--- src/loop_cfg_pkg.sv ---
package loop_cfg_pkg;

  // Byte offsets of the bank, as seen through the serial register pointer.
  localparam logic [7:0] OFF_DENOMINATOR_HIGH_BYTE = 8'h1E;
  localparam logic [7:0] OFF_DENOMINATOR_MID_BYTE = 8'h1F;
  localparam logic [7:0] OFF_DENOMINATOR_LOW_BYTE = 8'h20;
  localparam logic [7:0] OFF_MODULATOR_CONTROL = 8'h21;
  localparam logic [7:0] OFF_LOOP_CONTROL_PRIMARY = 8'h22;
  localparam logic [7:0] OFF_LOOP_CONTROL_SECONDARY = 8'h23;
  localparam logic [7:0] OFF_FILTER_RESISTOR_TWO_SELECT = 8'h24;
  localparam logic [7:0] OFF_FILTER_CAPACITOR_ONE_SELECT = 8'h25;

  // The bank is a contiguous run of entries starting at the lowest offset.
  localparam int NUM_REGS = 8;
  localparam logic [7:0] BANK_BASE = OFF_DENOMINATOR_HIGH_BYTE;
  localparam logic [7:0] BANK_LAST = OFF_FILTER_CAPACITOR_ONE_SELECT;

  // Entry indices, derived from the offsets.
  localparam logic [2:0] IDX_DEN_HIGH = 3'(OFF_DENOMINATOR_HIGH_BYTE - BANK_BASE);
  localparam logic [2:0] IDX_DEN_MID = 3'(OFF_DENOMINATOR_MID_BYTE - BANK_BASE);
  localparam logic [2:0] IDX_DEN_LOW = 3'(OFF_DENOMINATOR_LOW_BYTE - BANK_BASE);
  localparam logic [2:0] IDX_MOD_CTRL = 3'(OFF_MODULATOR_CONTROL - BANK_BASE);
  localparam logic [2:0] IDX_LOOP_PRI = 3'(OFF_LOOP_CONTROL_PRIMARY - BANK_BASE);
  localparam logic [2:0] IDX_LOOP_SEC = 3'(OFF_LOOP_CONTROL_SECONDARY - BANK_BASE);
  localparam logic [2:0] IDX_R2_SEL = 3'(OFF_FILTER_RESISTOR_TWO_SELECT - BANK_BASE);
  localparam logic [2:0] IDX_C1_SEL = 3'(OFF_FILTER_CAPACITOR_ONE_SELECT - BANK_BASE);

  // Per-entry tables, entry 7 first: writable bits, reset value, constant read bits.
  localparam logic [NUM_REGS-1:0][7:0] WR_MASK = {
    8'h07, 8'hFF, 8'h74, 8'hEF, 8'h0F, 8'hFF, 8'hFF, 8'h3F
  };
  localparam logic [NUM_REGS-1:0][7:0] RST_VAL = {
    8'h00, 8'h08, 8'h00, 8'h28, 8'h0C, 8'h00, 8'h00, 8'h00
  };
  localparam logic [NUM_REGS-1:0][7:0] RD_CONST = {
    8'h00, 8'h00, 8'h03, 8'h00, 8'h00, 8'h00, 8'h00, 8'h00
  };

  // Field positions.
  localparam int DEN_HIGH_W = 6;
  localparam int DITHER_LSB = 2;
  localparam int ORDER_LSB = 0;
  localparam int DOUBLER_BIT = 5;
  localparam int PUMP_CUR_LSB = 0;
  localparam int PHASE_LSB = 4;
  localparam int C3_BIT = 2;
  localparam int C1_LSB = 0;

  // Serial framing constants.
  localparam logic [3:0] BYTE_BITS = 4'h8;
  localparam logic [7:0] UNMAPPED_READ = 8'h00;

  // Configuration delivered to the analog loop.
  typedef struct packed {
    logic [21:0] fractional_denominator;
    logic [1:0] modulator_dither_select;
    logic [1:0] modulator_order;
    logic doubler_enable;
    logic [3:0] pump_current_code;
    logic [2:0] pump_phase_offset_code;
    logic third_pole_capacitor_enable;
    logic [7:0] filter_resistor_two_code;
    logic [2:0] filter_capacitor_one_code;
  } loop_cfg_s;

  // Serial target states.
  typedef enum logic [3:0] {
    ST_IDLE,
    ST_ADDR,
    ST_ADDR_ACK,
    ST_PTR,
    ST_PTR_ACK,
    ST_WR,
    ST_WR_ACK,
    ST_RD,
    ST_RD_ACK
  } target_state_e;

endpackage : loop_cfg_pkg

--- src/pin_sync.sv ---
`timescale 1ns/1ps

// Two-stage synchroniser, one pair of flops per bit.
module pin_sync #(
  parameter int WIDTH = 2,
  parameter logic [WIDTH-1:0] RST_LEVEL = '1
) (
  // Clock and reset.
  input wire logic clk_sys_i,
  input wire logic rst_b_i,
  // Asynchronous input and its synchronised copy.
  input wire logic [WIDTH-1:0] async_i,
  output logic [WIDTH-1:0] sync_o
);

  // Each bit is captured independently; the first stage feeds only the second.
  for (genvar g = 0; g < WIDTH; g++) begin : g_bit
    logic meta_q;
    logic stable_q;
    always_ff @(posedge clk_sys_i or negedge rst_b_i) begin
      if (!rst_b_i) begin
        meta_q <= RST_LEVEL[g];
        stable_q <= RST_LEVEL[g];
      end else begin
        meta_q <= async_i[g];
        stable_q <= meta_q;
      end
    end
    assign sync_o[g] = stable_q;
  end

endmodule : pin_sync

--- src/pll_fractional_loop_config_bank.sv ---
`timescale 1ns/1ps

// Summary of operation
// - Denominator low byte is read-write, all eight bits, reset to zero.
// - Denominator is 22 bits: high six, middle eight, then the low byte.
// - Dither field bits 3:2, reset 3; 0 weak, 3 off, 1-2 reserved.
// - Modulator order bits 1:0, reset 0; 0 integer, 3 third order.
// - Bit 5 set enables the reference doubler; resets to one.
// - Pump current code bits 3:0, reset 8; host uses codes 4 or 8.
// - Pump phase shift code bits 6:4, reset 0 meaning no delay.
// - Bit 2 zero gives second-order filter; one enables the third capacitor.
// - Resistor takes a full eight-bit code, reset to 8.
// - Capacitor C1 code bits 2:0, reset 0; five plus fifty pF per step.
module pll_fractional_loop_config_bank #(
  // Seven-bit target address; the default value is arbitrary.
  parameter logic [6:0] TARGET_ADDR = 7'h58
) (
  // Clock and reset.
  input wire logic clk_sys_i,
  input wire logic rst_b_i,
  // Serial control bus pins.
  input wire logic scl_i,
  input wire logic sda_i,
  output logic sda_o,
  output logic sda_oe_n_o,
  // Loop configuration.
  output loop_cfg_pkg::loop_cfg_s loop_cfg_o
);

  // Synchronised pins and their previous samples.
  logic scl_s;
  logic sda_s;
  logic scl_prev_q;
  logic sda_prev_q;

  // Target state.
  loop_cfg_pkg::target_state_e state_q;
  loop_cfg_pkg::target_state_e state_d;
  logic [7:0] shift_q;
  logic [7:0] shift_d;
  logic [7:0] tx_q;
  logic [7:0] tx_d;
  logic [3:0] bit_cnt_q;
  logic [3:0] bit_cnt_d;
  logic [7:0] ptr_q;
  logic [7:0] ptr_d;
  logic rw_q;
  logic rw_d;
  logic nack_q;
  logic nack_d;
  logic oe_n_q;
  logic oe_n_d;
  logic wr_en;

  // Register storage.
  logic [loop_cfg_pkg::NUM_REGS-1:0][7:0] bank_q;
  logic [loop_cfg_pkg::NUM_REGS-1:0][7:0] bank_view;

  // Both pins idle high, so the synchroniser resets to one.
  pin_sync #(
    .WIDTH(2),
    .RST_LEVEL(2'h3)
  ) u_pin_sync (
    .clk_sys_i(clk_sys_i),
    .rst_b_i(rst_b_i),
    .async_i({scl_i, sda_i}),
    .sync_o({scl_s, sda_s})
  );

  // Previous samples for edge and condition detection.
  always_ff @(posedge clk_sys_i or negedge rst_b_i) begin
    if (!rst_b_i) begin
      scl_prev_q <= 1'b1;
      sda_prev_q <= 1'b1;
    end else begin
      scl_prev_q <= scl_s;
      sda_prev_q <= sda_s;
    end
  end

  // Bus events. Start and stop are only recognised while the clock is high.
  wire scl_rise = scl_s & ~scl_prev_q;
  wire scl_fall = ~scl_s & scl_prev_q;
  wire start_seen = scl_s & scl_prev_q & sda_prev_q & ~sda_s;
  wire stop_seen = scl_s & scl_prev_q & ~sda_prev_q & sda_s;
  wire byte_done = (bit_cnt_q == loop_cfg_pkg::BYTE_BITS);
  wire addr_match = (shift_q[7:1] == TARGET_ADDR);

  // Pointer decode. Outside the bank, reads give a fixed value and writes are dropped.
  wire ptr_in_bank = (ptr_q >= loop_cfg_pkg::BANK_BASE) && (ptr_q <= loop_cfg_pkg::BANK_LAST);
  wire [7:0] ptr_offset = ptr_q - loop_cfg_pkg::BANK_BASE;
  wire [2:0] ptr_index = ptr_offset[2:0];
  wire [7:0] rd_data = ptr_in_bank ? bank_view[ptr_index] : loop_cfg_pkg::UNMAPPED_READ;

  // Protocol sequencing. Data changes on falling clock edges and is sampled on rising ones.
  always_comb begin
    state_d = state_q;
    shift_d = shift_q;
    tx_d = tx_q;
    bit_cnt_d = bit_cnt_q;
    ptr_d = ptr_q;
    rw_d = rw_q;
    nack_d = nack_q;
    oe_n_d = oe_n_q;
    wr_en = 1'b0;
    if (stop_seen) begin
      state_d = loop_cfg_pkg::ST_IDLE;
      oe_n_d = 1'b1;
    end else if (start_seen) begin
      // A repeated start keeps the pointer, so a write of the pointer can precede a read.
      state_d = loop_cfg_pkg::ST_ADDR;
      bit_cnt_d = '0;
      oe_n_d = 1'b1;
    end else begin
      case (state_q)
        loop_cfg_pkg::ST_ADDR,
        loop_cfg_pkg::ST_PTR,
        loop_cfg_pkg::ST_WR: begin
          if (scl_rise && !byte_done) begin
            shift_d = {shift_q[6:0], sda_s};
            bit_cnt_d = bit_cnt_q + 4'h1;
          end else if (scl_fall && byte_done) begin
            bit_cnt_d = '0;
            oe_n_d = 1'b0;
            if (state_q == loop_cfg_pkg::ST_ADDR) begin
              if (addr_match) begin
                rw_d = shift_q[0];
                state_d = loop_cfg_pkg::ST_ADDR_ACK;
              end else begin
                oe_n_d = 1'b1;
                state_d = loop_cfg_pkg::ST_IDLE;
              end
            end else if (state_q == loop_cfg_pkg::ST_PTR) begin
              ptr_d = shift_q;
              state_d = loop_cfg_pkg::ST_PTR_ACK;
            end else begin
              wr_en = 1'b1;
              ptr_d = ptr_q + 8'h01;
              state_d = loop_cfg_pkg::ST_WR_ACK;
            end
          end
        end
        loop_cfg_pkg::ST_ADDR_ACK: begin
          if (scl_fall) begin
            if (rw_q) begin
              tx_d = {rd_data[6:0], 1'b0};
              oe_n_d = rd_data[7];
              bit_cnt_d = 4'h1;
              state_d = loop_cfg_pkg::ST_RD;
            end else begin
              oe_n_d = 1'b1;
              state_d = loop_cfg_pkg::ST_PTR;
            end
          end
        end
        loop_cfg_pkg::ST_PTR_ACK,
        loop_cfg_pkg::ST_WR_ACK: begin
          if (scl_fall) begin
            oe_n_d = 1'b1;
            state_d = loop_cfg_pkg::ST_WR;
          end
        end
        loop_cfg_pkg::ST_RD: begin
          if (scl_fall) begin
            if (byte_done) begin
              oe_n_d = 1'b1;
              bit_cnt_d = '0;
              ptr_d = ptr_q + 8'h01;
              state_d = loop_cfg_pkg::ST_RD_ACK;
            end else begin
              oe_n_d = tx_q[7];
              tx_d = {tx_q[6:0], 1'b0};
              bit_cnt_d = bit_cnt_q + 4'h1;
            end
          end
        end
        loop_cfg_pkg::ST_RD_ACK: begin
          if (scl_rise) begin
            nack_d = sda_s;
          end else if (scl_fall) begin
            if (nack_q) begin
              state_d = loop_cfg_pkg::ST_IDLE;
            end else begin
              tx_d = {rd_data[6:0], 1'b0};
              oe_n_d = rd_data[7];
              bit_cnt_d = 4'h1;
              state_d = loop_cfg_pkg::ST_RD;
            end
          end
        end
        default: begin
          state_d = loop_cfg_pkg::ST_IDLE;
        end
      endcase
    end
  end

  // Target state flops.
  always_ff @(posedge clk_sys_i or negedge rst_b_i) begin
    if (!rst_b_i) begin
      state_q <= loop_cfg_pkg::ST_IDLE;
      shift_q <= '0;
      tx_q <= '0;
      bit_cnt_q <= '0;
      ptr_q <= '0;
      rw_q <= 1'b0;
      nack_q <= 1'b1;
      oe_n_q <= 1'b1;
    end else begin
      state_q <= state_d;
      shift_q <= shift_d;
      tx_q <= tx_d;
      bit_cnt_q <= bit_cnt_d;
      ptr_q <= ptr_d;
      rw_q <= rw_d;
      nack_q <= nack_d;
      oe_n_q <= oe_n_d;
    end
  end

  // The pin is open drain: only a low level is ever driven.
  assign sda_o = 1'b0;
  assign sda_oe_n_o = oe_n_q;

  // Storage entries. Only writable bits keep state; the rest read back fixed values,
  // which keeps a stray write from ever reaching the analog side.
  for (genvar g = 0; g < loop_cfg_pkg::NUM_REGS; g++) begin : g_entry
    wire entry_wr = wr_en && ptr_in_bank && (ptr_index == 3'(g));
    always_ff @(posedge clk_sys_i or negedge rst_b_i) begin
      if (!rst_b_i) begin
        bank_q[g] <= loop_cfg_pkg::RST_VAL[g] & loop_cfg_pkg::WR_MASK[g];
      end else if (entry_wr) begin
        bank_q[g] <= shift_q & loop_cfg_pkg::WR_MASK[g];
      end
    end
    assign bank_view[g] = bank_q[g] | loop_cfg_pkg::RD_CONST[g];
  end

  // Denominator assembled from its three bytes, most significant first.
  assign loop_cfg_o.fractional_denominator = {
    bank_q[loop_cfg_pkg::IDX_DEN_HIGH][loop_cfg_pkg::DEN_HIGH_W-1:0],
    bank_q[loop_cfg_pkg::IDX_DEN_MID],
    bank_q[loop_cfg_pkg::IDX_DEN_LOW]
  };

  // Modulator fields. Reserved codes pass through unchanged.
  assign loop_cfg_o.modulator_dither_select =
    bank_q[loop_cfg_pkg::IDX_MOD_CTRL][loop_cfg_pkg::DITHER_LSB +: 2];
  assign loop_cfg_o.modulator_order =
    bank_q[loop_cfg_pkg::IDX_MOD_CTRL][loop_cfg_pkg::ORDER_LSB +: 2];

  // Charge pump, doubler and third-pole capacitor controls.
  assign loop_cfg_o.doubler_enable =
    bank_q[loop_cfg_pkg::IDX_LOOP_PRI][loop_cfg_pkg::DOUBLER_BIT];
  assign loop_cfg_o.pump_current_code =
    bank_q[loop_cfg_pkg::IDX_LOOP_PRI][loop_cfg_pkg::PUMP_CUR_LSB +: 4];
  assign loop_cfg_o.pump_phase_offset_code =
    bank_q[loop_cfg_pkg::IDX_LOOP_SEC][loop_cfg_pkg::PHASE_LSB +: 3];
  assign loop_cfg_o.third_pole_capacitor_enable =
    bank_q[loop_cfg_pkg::IDX_LOOP_SEC][loop_cfg_pkg::C3_BIT];

  // Loop filter component codes.
  assign loop_cfg_o.filter_resistor_two_code = bank_q[loop_cfg_pkg::IDX_R2_SEL];
  assign loop_cfg_o.filter_capacitor_one_code =
    bank_q[loop_cfg_pkg::IDX_C1_SEL][loop_cfg_pkg::C1_LSB +: 3];

endmodule : pll_fractional_loop_config_bank

--- config.mk ---
export PLATFORM = sky130hd
export DESIGN_NAME = pll_fractional_loop_config_bank
export DESIGN_NICKNAME = d
export VERILOG_FILES = /design/src/loop_cfg_pkg.sv /design/src/pin_sync.sv /design/src/pll_fractional_loop_config_bank.sv
export SDC_FILE = /design/constraint.sdc
export NUM_CORES = 1
export LEC_CHECK = 0
export BUFFER_PORTS_ARGS = -buffer_cell sky130_fd_sc_hd__buf_2
export CORE_MARGIN = 2
export CORE_UTILIZATION = 45
export DETAILED_ROUTE_END_ITERATION = 10
export GPL_ROUTABILITY_DRIVEN = 0
export PLACE_DENSITY = 0.63
export SETUP_SLACK_MARGIN = 0.4
export SYNTH_ARGS = -nofsm -noshare
export SYNTH_HDL_FRONTEND = slang
export SYNTH_HIERARCHICAL = 1
export SYNTH_SLANG_ARGS = --single-unit
--- constraint.sdc ---
create_clock -name clk_sys_i -period 2.9 [get_ports clk_sys_i]
set_clock_uncertainty 0.15 [all_clocks]
set_input_delay 0.145 -clock clk_sys_i [delete_from_list [all_inputs] [get_ports clk_sys_i]]
set_output_delay 0.145 -clock clk_sys_i [all_outputs]
set_load 0.005 [all_outputs]
# == After elaboration in Yosys (flattened, before gate mapping) ==
# Index checks and enable logic that the tools add are counted.
# totals
regBits,89
wordCells,181
# classes
n_addsub,3
order_cmp,3
eq_ne,44
mux,67
n_bitwise,14
n_reduce_logical,28
# op_table
cell,n
two-way mux 8 bit,15
two-way mux 4 bit,21
"inequality test 4 bit, second input constant",10
binary-select mux 8 bit (select 3 bit),1
one-hot mux 8 bit (3 select lines),1
"inequality test 2 bit, second input constant",11
two-way mux 1 bit,21
one-hot mux 4 bit (5 select lines),1
"inequality test 3 bit, second input constant",6
AND reduction 9 bit,2
"equality test 4 x 3 -> 1 bit, second input constant",4
one-hot mux 4 bit (4 select lines),1
one-hot mux 8 bit (2 select lines),1
AND reduction 8 bit,2
"equality test 3 bit, second input constant",4
logical AND 1 bit,12
AND reduction 10 bit,1
"adder 8 x 1 -> 8 bit, second input constant",1
"equality test 4 x 2 -> 1 bit, second input constant",2
"equality test 4 bit, second input constant",2
"greater-or-equal comparator 8 x 5 -> 1 bit, second input constant",1
"<= comparator 8 x 6 -> 1 bit, second input constant",1
AND reduction 4 bit,2
bitwise AND 1 bit,7
other kinds (20),29

# == Logic depth before layout (Yosys ltp) ==
# Gate-level depths: netlist (run 1).
# depth
word_depth,10
depth_mapped,10
ltp_nobuf,7

# == By module ==
# The synthesis (run 1) kept the hierarchy.
# by_module_without_submodules
module,n_inst,cells_per_inst,area_per_inst_um2,seq_area_each_um2
pll_fractional_loop_config_bank,1,463,4943.5,2113.3
pin_sync,1,6,120.1,105.1

# == Worst setup path before layout (run 1) ==
# No wires, ideal clock.
# synth_timing
path_type,reg2reg
startpoint,register ptr_q[0]
endpoint,register bank_q (netlist bit loop_cfg_o[40])
setup_ns,0.125
arrival_time_ns,2.424
required_ns,2.625
slack_ns,0.201
stages_incl_launch_ff,10
path_cell_list,dfrtp_1 -> buf_2 -> inv_1 -> clkbuf_1 -> ha_1 -> nor3b_1 -> o32a_1 -> nor4_4 -> nand2_1 -> mux2_2
# synth_via
elab_chain_len,4
elab_cells_between_ends,7
cone_classes,add/sub: 1; order compare: 2; reduce/logical: 4
# synth_lines
element,line,rtl
start: declaration,pll_fractional_loop_config_bank.sv:45,logic [7:0] ptr_q;
start signal: assignment,pll_fractional_loop_config_bank.sv:214,ptr_q <= ptr_d;
greater-or-equal comparator 8 x 5 -> 1 bit or <= comparator 8 x 6 -> 1 bit (tied branches),pll_fractional_loop_config_bank.sv:90,wire ptr_in_bank = (ptr_q >= loop_cfg_pkg::BANK_BASE) && (ptr_q <= loop_cfg_pkg::BANK_LAST);
logical AND 1 bit,pll_fractional_loop_config_bank.sv:90,
logical AND 1 bit,pll_fractional_loop_config_bank.sv:228,wire entry_wr = wr_en && ptr_in_bank && (ptr_index == 3'(g));
logical AND 1 bit (*),pll_fractional_loop_config_bank.sv:228,
end signal: indexed assignment,pll_fractional_loop_config_bank.sv:231,bank_q[g] <= loop_cfg_pkg::RST_VAL[g] & loop_cfg_pkg::WR_MASK[g];
end signal: indexed assignment,pll_fractional_loop_config_bank.sv:233,bank_q[g] <= shift_q & loop_cfg_pkg::WR_MASK[g];
end: declaration,pll_fractional_loop_config_bank.sv:56,logic [loop_cfg_pkg::NUM_REGS-1:0][7:0] bank_q;
# Every way passes the cells marked *; elsewhere a longest branch is shown, timed or not.
# A chain may end at the register's enable or synchronous reset.

# == Worst setup path in the final report (run 1) ==
# layout_timing
startpoint,register ptr_q[0]
endpoint,register bank_q[38] (netlist name)
# Same word-level chain as after synthesis.

==> results of run 1 <==
synthesized netlist by cell type, types with 8 or more instances:
master / number
buf_2: 9
clkbuf_1: 14
nor2_1: 16
ha_1: 8
a21oi_1: 19
nor3_1: 9
inv_1: 9
o21ai_0: 16
o22ai_1: 8
dfstp_2: 13
mux2_2: 61
mux2i_1: 12
dfrtp_1: 75
o211ai_1: 8
buf_4: 49
nand2_1: 39
nand3_1: 10
final timing paths:
kind                                                                to  cells past startpoint                            startpoint
worst max-delay path                            bank_q[38]$_DFFE_PN0P_                      8                  ptr_q[0]$_DFFE_PN0P_
worst min-delay path            u_pin_sync/g_bit[1].stable_q$_DFF_PN1_                      0  u_pin_sync/g_bit[1].meta_q$_DFF_PN1_
worst max register to register                  bank_q[38]$_DFFE_PN0P_                      8                  ptr_q[0]$_DFFE_PN0P_
worst min register to register  u_pin_sync/g_bit[1].stable_q$_DFF_PN1_                      0  u_pin_sync/g_bit[1].meta_q$_DFF_PN1_
max in group asynchronous       u_pin_sync/g_bit[0].stable_q$_DFF_PN1_                      3                               rst_b_i
min in group asynchronous                       state_q[2]$_DFFE_PN0P_                      2                               rst_b_i
per-stage QoR:
stage	utilization, %	hold slack [ns]	std cells	power (W)
finish	49.6	0.209	621	0.00228
CTS	49.3	0.211	618	0.00231
global placement	47.0	0.102	598	0.00142
detailed placement	47.0	0.101	598	0.00142
global route	49.6	0.213	621	0.00238
floorplan	-	-0.301	469	0.00137
power by group through the flow:
stage          registers [W]  clock network (W)  logic (W)
2_1_floorplan        0.00130                  0  0.0000750
3_3_place_gp         0.00132                  0  0.0000986
3_5_place_dp         0.00132                  0   0.000102
4_1_cts              0.00130           0.000901   0.000105
5_1_grt              0.00131           0.000952   0.000119
6_report             0.00130           0.000883   0.000103
registers in the layout, indices dropped and copies added (netlist names), 2 cells and up:
name and flops:
bit_cnt_q 4, shift_q 8, u_pin_sync/g_bit.meta_q 2, bank_q 2
tx_q 7, loop_cfg_o 46, ptr_q 8, u_pin_sync/g_bit.stable_q 2
state_q 4
per-layer routing:
layer / up-vias / global-route usage [%]
met5: - / 0
met4: 0 / 8.77
met3: 20 / 3.35
met2: 113 / 31.0
met1: 1772 / 28.9
li1: 1673 / -
cells by family after synthesis:
group	after synthesis
xor gates and xnor gates	3
DFF	88
buffers and inverters	84
other	1
AOI/OAI and AO/OA	87
adders and majority gates	8
muxes	79
and+or+nand+nor	119
timing repair:
action | CTS | global route
pin swaps | 1 | 3
buffers inserted | 1 | 3
setup endpoints to repair | 50 | 56
hold endpoints to repair | 77 | 0
hold buffers | 3 | 0
resized for setup | 4 | 6
area by class of cell:
type	instances	area [µm²]
clock buffers	12	155
well taps	140	175
fillers	977	5490
multi-input cells	297	2350
repair buffers	71	418
clock inverters	4	52.6
inverters	9	33.8
flip-flops and latches	88	2220
placed cells by master, fill, tap and decap left out, types with 6 or more instances in the layout:
cell	Yosys	final
a21oi_1	19	19
buf_2	9	49
buf_4	49	19
clkbuf_8	0	11
dfrtp_1	75	74
dfstp_2	13	13
ha_1	8	8
inv_1	9	7
mux2_2	61	61
mux2i_1	12	12
mux4_2	6	6
nand2_1	39	37
nand3_1	10	10
nor2_1	16	16
nor3_1	9	9
o211ai_1	8	8
o21ai_0	16	13
o22ai_1	8	8
o31a_1	6	6
worst reg2reg max path, cell delays in order (launching register included):
cell,delay (ns)
dfrtp_2,0.47
inv_2,0.13
ha_1,0.29
nor2_1,0.07
o32a_1,0.25
nor4_4,0.34
buf_4,0.19
nand2_4,0.10
mux2_2,0.30
==> results.toml, run 1 <==
[run_status]
status = "completed"

[drt]
drt-total-wl_mm = 11.5
wire_per_inst_um = 18.5
met3_length_um = 543
dr.first_iter.drc_count = 265
m1WireLength_mm = 5.30
topRoutingLayerUsed = "met4"
dr.pass1.iters = 4
ant_nets = 0
wl_met2_mm = 5.35
vias_per_cell = 5.76
vias = 3578
drt_drc_violations_left = 0

[grt]
grt_pass1_wl_mm = 18.5
grt-ovfl-total = 0
track_usage_pct = 20.4
grt_max_degree = 83
antenna_found_initial = 0
first_global_vias = 3463

[setup_path]
crit_family = "simple AND/OR/NAND/NOR gates"
end_kind = "flip-flop"
required_ns = 3.01
max_stage_delay_ns = 0.47
cp_max_fo = 8
cp.arrival_ns = 2.50
crit_chain = "inv_2 -> ha_1 -> nor2_1 -> o32a_1 -> nor4_4 -> buf_4 -> nand2_4 -> mux2_2"
rrSetupSlack_ns = 0.51
cp_slowest_cell = "dfrtp_2"
critPathBufInv = 2
crit_path_start_kind = "flip-flop"
critPathKind = "reg -> reg"

[final_layout]
nets = 488
drive_gt1_share_pct = 38.3
antenna_cells_inserted = 0
syn2layout_area_growth_pct = 6.67
fin_area_um2 = 5400

[sta]
worst_slack_ns = 0.512
fmax_mhz = 419
relSlewSlack_pct = 29.9
hold_viol = 0
fin_setup_tns_ns = 0
slew_violations = 0
post-route-period-util_pct = 82.4
period_needed_ns = 2.39
worst_pin_slew_ns = 1.05
rsz0062_at_grt = "no"
setup_viol = 0

[min_path]
hp-class = "reg -> reg"

[floorplanning]
start_util_pct = 46.5
core_um2 = 10900
die-height_um = 110
num_io_pins = 52
die_w_um = 110
rows = 38
die-area_um2 = 12100

[logic_synthesis]
synth_area_leader_cell = "dfrtp_1"
synth_top_area_share_pct = 37.1
ys_ff_latch = 88
synth_area_um2 = 5060
synth_compound_area_share_pct = 11.7
synth.avg_cell_area_um2 = 10.8
syn_nets = 481
yosysSeqAreaShare_pct = 43.8
synth.area.mux_share_pct = 18.6
yosys.area_share.simple_pct = 13.0
synth_xor_area_share_pct = 0.519
synth.distinct_cells = 65
synthTopCellsByArea = "dfrtp_1 37%, mux2_2 14%, buf_4 7.3%"
ys_async_sr_fraction_pct = 100
synth_top_family_by_area = "multiplexers"
synthCells = 469
synth_edf_count = 0
yosys.area_share.adder_pct = 1.98
yosys_warnings = 6
synth_flop_cell = "dfrtp_1"

[clock_network]
path_clk_slew_ns = 0.09
cts_tree = "yes"
clock-sinks = 88
ctsRootBufferMaster = "clkbuf_8"
cts_buffer_depth = 2
h-tree-depth = 3
worstSkewPairLatency_ns = 0.37
cts_made_buffers = 9

[placement]
io_buffer_count = 50
place_ws_ns = 0.234
dpl_cell_area_um2 = 5110
dpl.hpwl_mm = 7.97

[power]
clockPowerShare_pct = 38.6
p_sw_share_pct = 23.6
cell_internal_pwr_w = 0.00174
irDropWorstVdd_mv = 0.300
p_leak_nw = 2.50
power_per_cell_area_nw_per_um2 = 423
switchingPower_w = 0.000540
power_frac_comb_pct = 4.5
pwr-share-seq_pct = 56.8

[job]
cap_violations = 0
Power figures use the tool's default switching activity.
==> run 2, diff against run 1 <==
Clock period 2.9 ns to 2.1 ns, I/O delays scaled along.
==> results.toml, run 2 (synthesis gave the netlist of run 1 again) <==
[drt]
vias = 4037
drt-total-wl_mm = 14.0
dr.pass1.iters = 4
drt_drc_violations_left = 0
dr.first_iter.drc_count = 278
vias_per_cell = 5.73
wire_per_inst_um = 19.9
ant_nets = 0

[placement]
dpl.hpwl_mm = 9.05
io_buffer_count = 50
place_ws_ns = -0.278

[clock_network]
ctsRootBufferMaster = "clkbuf_8"
cts_tree = "yes"
clock-sinks = 88
path_clk_slew_ns = 0.10
cts_buffer_depth = 2
cts_made_buffers = 9
worstSkewPairLatency_ns = 0.37
h-tree-depth = 3

[grt]
grt_max_degree = 42
grt-ovfl-total = 0
antenna_found_initial = 0
grt_pass1_wl_mm = 21.5
first_global_vias = 3954
track_usage_pct = 24.0

[floorplanning]
num_io_pins = 52
die-area_um2 = 12100
die-height_um = 110
start_util_pct = 46.5
rows = 38
core_um2 = 10900
die_w_um = 110

[sta]
post-route-period-util_pct = 106
rsz0062_at_grt = "yes"
fmax_mhz = 451
hold_viol = 0
worst_slack_ns = -0.119
period_needed_ns = 2.22
relSlewSlack_pct = 59.7
worst_pin_slew_ns = 0.604
slew_violations = 0
setup_viol = 57

[setup_path]
end_kind = "flip-flop"
cp_max_fo = 8
required_ns = 2.21
crit_path_start_kind = "flip-flop"
critPathKind = "reg -> reg"
cp.arrival_ns = 2.33

[job]
cap_violations = 0

[min_path]
hp-class = "in -> async"

[final_layout]
drive_gt1_share_pct = 57.5
nets = 572
antenna_cells_inserted = 0
final_cell_mix = "72 x dfrtp_1, 67 x buf_4, 49 x buf_2"
seqCellArea_um2 = 2220
utilization_pct = 61.3
n_fill_cell = 822
largest_register_ffs = 46
multi_input_area_um2 = 2810
syn2layout_area_growth_pct = 31.9
mostFrequentLayoutCell = "dfrtp_1"

[power]
finalPower_w = 0.00333
irDropWorstVdd_mv = 0.349
p_leak_nw = 3.11
power_per_cell_area_nw_per_um2 = 499

[run_status]
status = "complete, but fails checks"
violations = "negative setup slack"
run 2: cell types whose count changed in the layout (fill, tap and decap cells not counted), sizes merged:
cell      before  now
buf           68  151
bufbuf         0    1
clkinv         0    1
clkinvlp       3    2
clkbuf        12   10
inv            9   11
run 2: through the flow:
step / cell area, µm² / std cells / hold slack (ns) / TNS [ns]
finish: 6680 / 705 / 0.141 / -3.60
global route: 6680 / 705 / 0.199 / -7.09
CTS: 6460 / 696 / 0.166 / -5.54
detailed placement: 5540 / 639 / 0.0128 / -10.45
global placement: 5540 / 639 / -0.00120 / -6.14
floorplan: 5250 / 469 / -0.341 / -10.31
run 2: path summary, 6_finish.rpt:
check                                                          to  slack, ns  cells past startpoint                            startpoint
min reg2reg                u_pin_sync/g_bit[0].stable_q$_DFF_PN1_       0.21                      0  u_pin_sync/g_bit[0].meta_q$_DFF_PN1_
max in group asynchronous              loop_cfg_o[19]$_DFFE_PN1P_       0.96                      3                               rst_b_i
max                                    loop_cfg_o[34]$_DFFE_PN0P_      -0.12                      8                  ptr_q[1]$_DFFE_PN0P_
min in group clk_sys_i     u_pin_sync/g_bit[0].stable_q$_DFF_PN1_       0.21                      0  u_pin_sync/g_bit[0].meta_q$_DFF_PN1_
min                                      bit_cnt_q[2]$_DFFE_PN0P_       0.14                      2                               rst_b_i
max reg2reg                            loop_cfg_o[34]$_DFFE_PN0P_      -0.12                      8                  ptr_q[1]$_DFFE_PN0P_
run 2: worst max-delay path, cell delays in order, from the launching register on:
cell and delay [ns]:
dfrtp_2 0.45, inv_4 0.09, ha_4 0.14, nor3b_2 0.04, o32a_1 0.41, nor4_4 0.19, buf_4 0.20, nand2_8 0.10
mux2_4 0.32
run 2: final cells by class:
class	count	area share, %
inverter	9	0.581
tap	140	2.62
timing repair buffer	155	18.5
clock buffer	10	1.91
multi-input combinational	297	42.1
sequential	88	33.3
clock inverter	6	1.01
run 2: report_power, final:
| group | internal [W] | leakage [nW] | switching, W |
|---|---|---|---|
| Clock | 0.000558 | 0.0933 | 0.000671 |
| Combinational | 0.000175 | 1.84 | 0.000160 |
| Sequential | 0.00173 | 1.18 | 0.0000334 |
run 2: per-layer routing:
metal	vias up	track usage, %	share of wire, %
met4	0	7.41	1.5
li1	1838	-	-
met2	129	40.1	50
met1	2051	32.8	44
met5	-	0	0
met3	19	2.76	4.1
run 2: what timing repair did:
item | 4_1_cts | 5_1_grt
hold endpoints to repair | 41 | 0
gates resized for setup | 91 | 32
endpoints found under the setup margin | 81 | 82
cloned | 2 | 0
pin swaps | 21 | 33
hold buffers | 3 | 0
setup buffers | 36 | 9
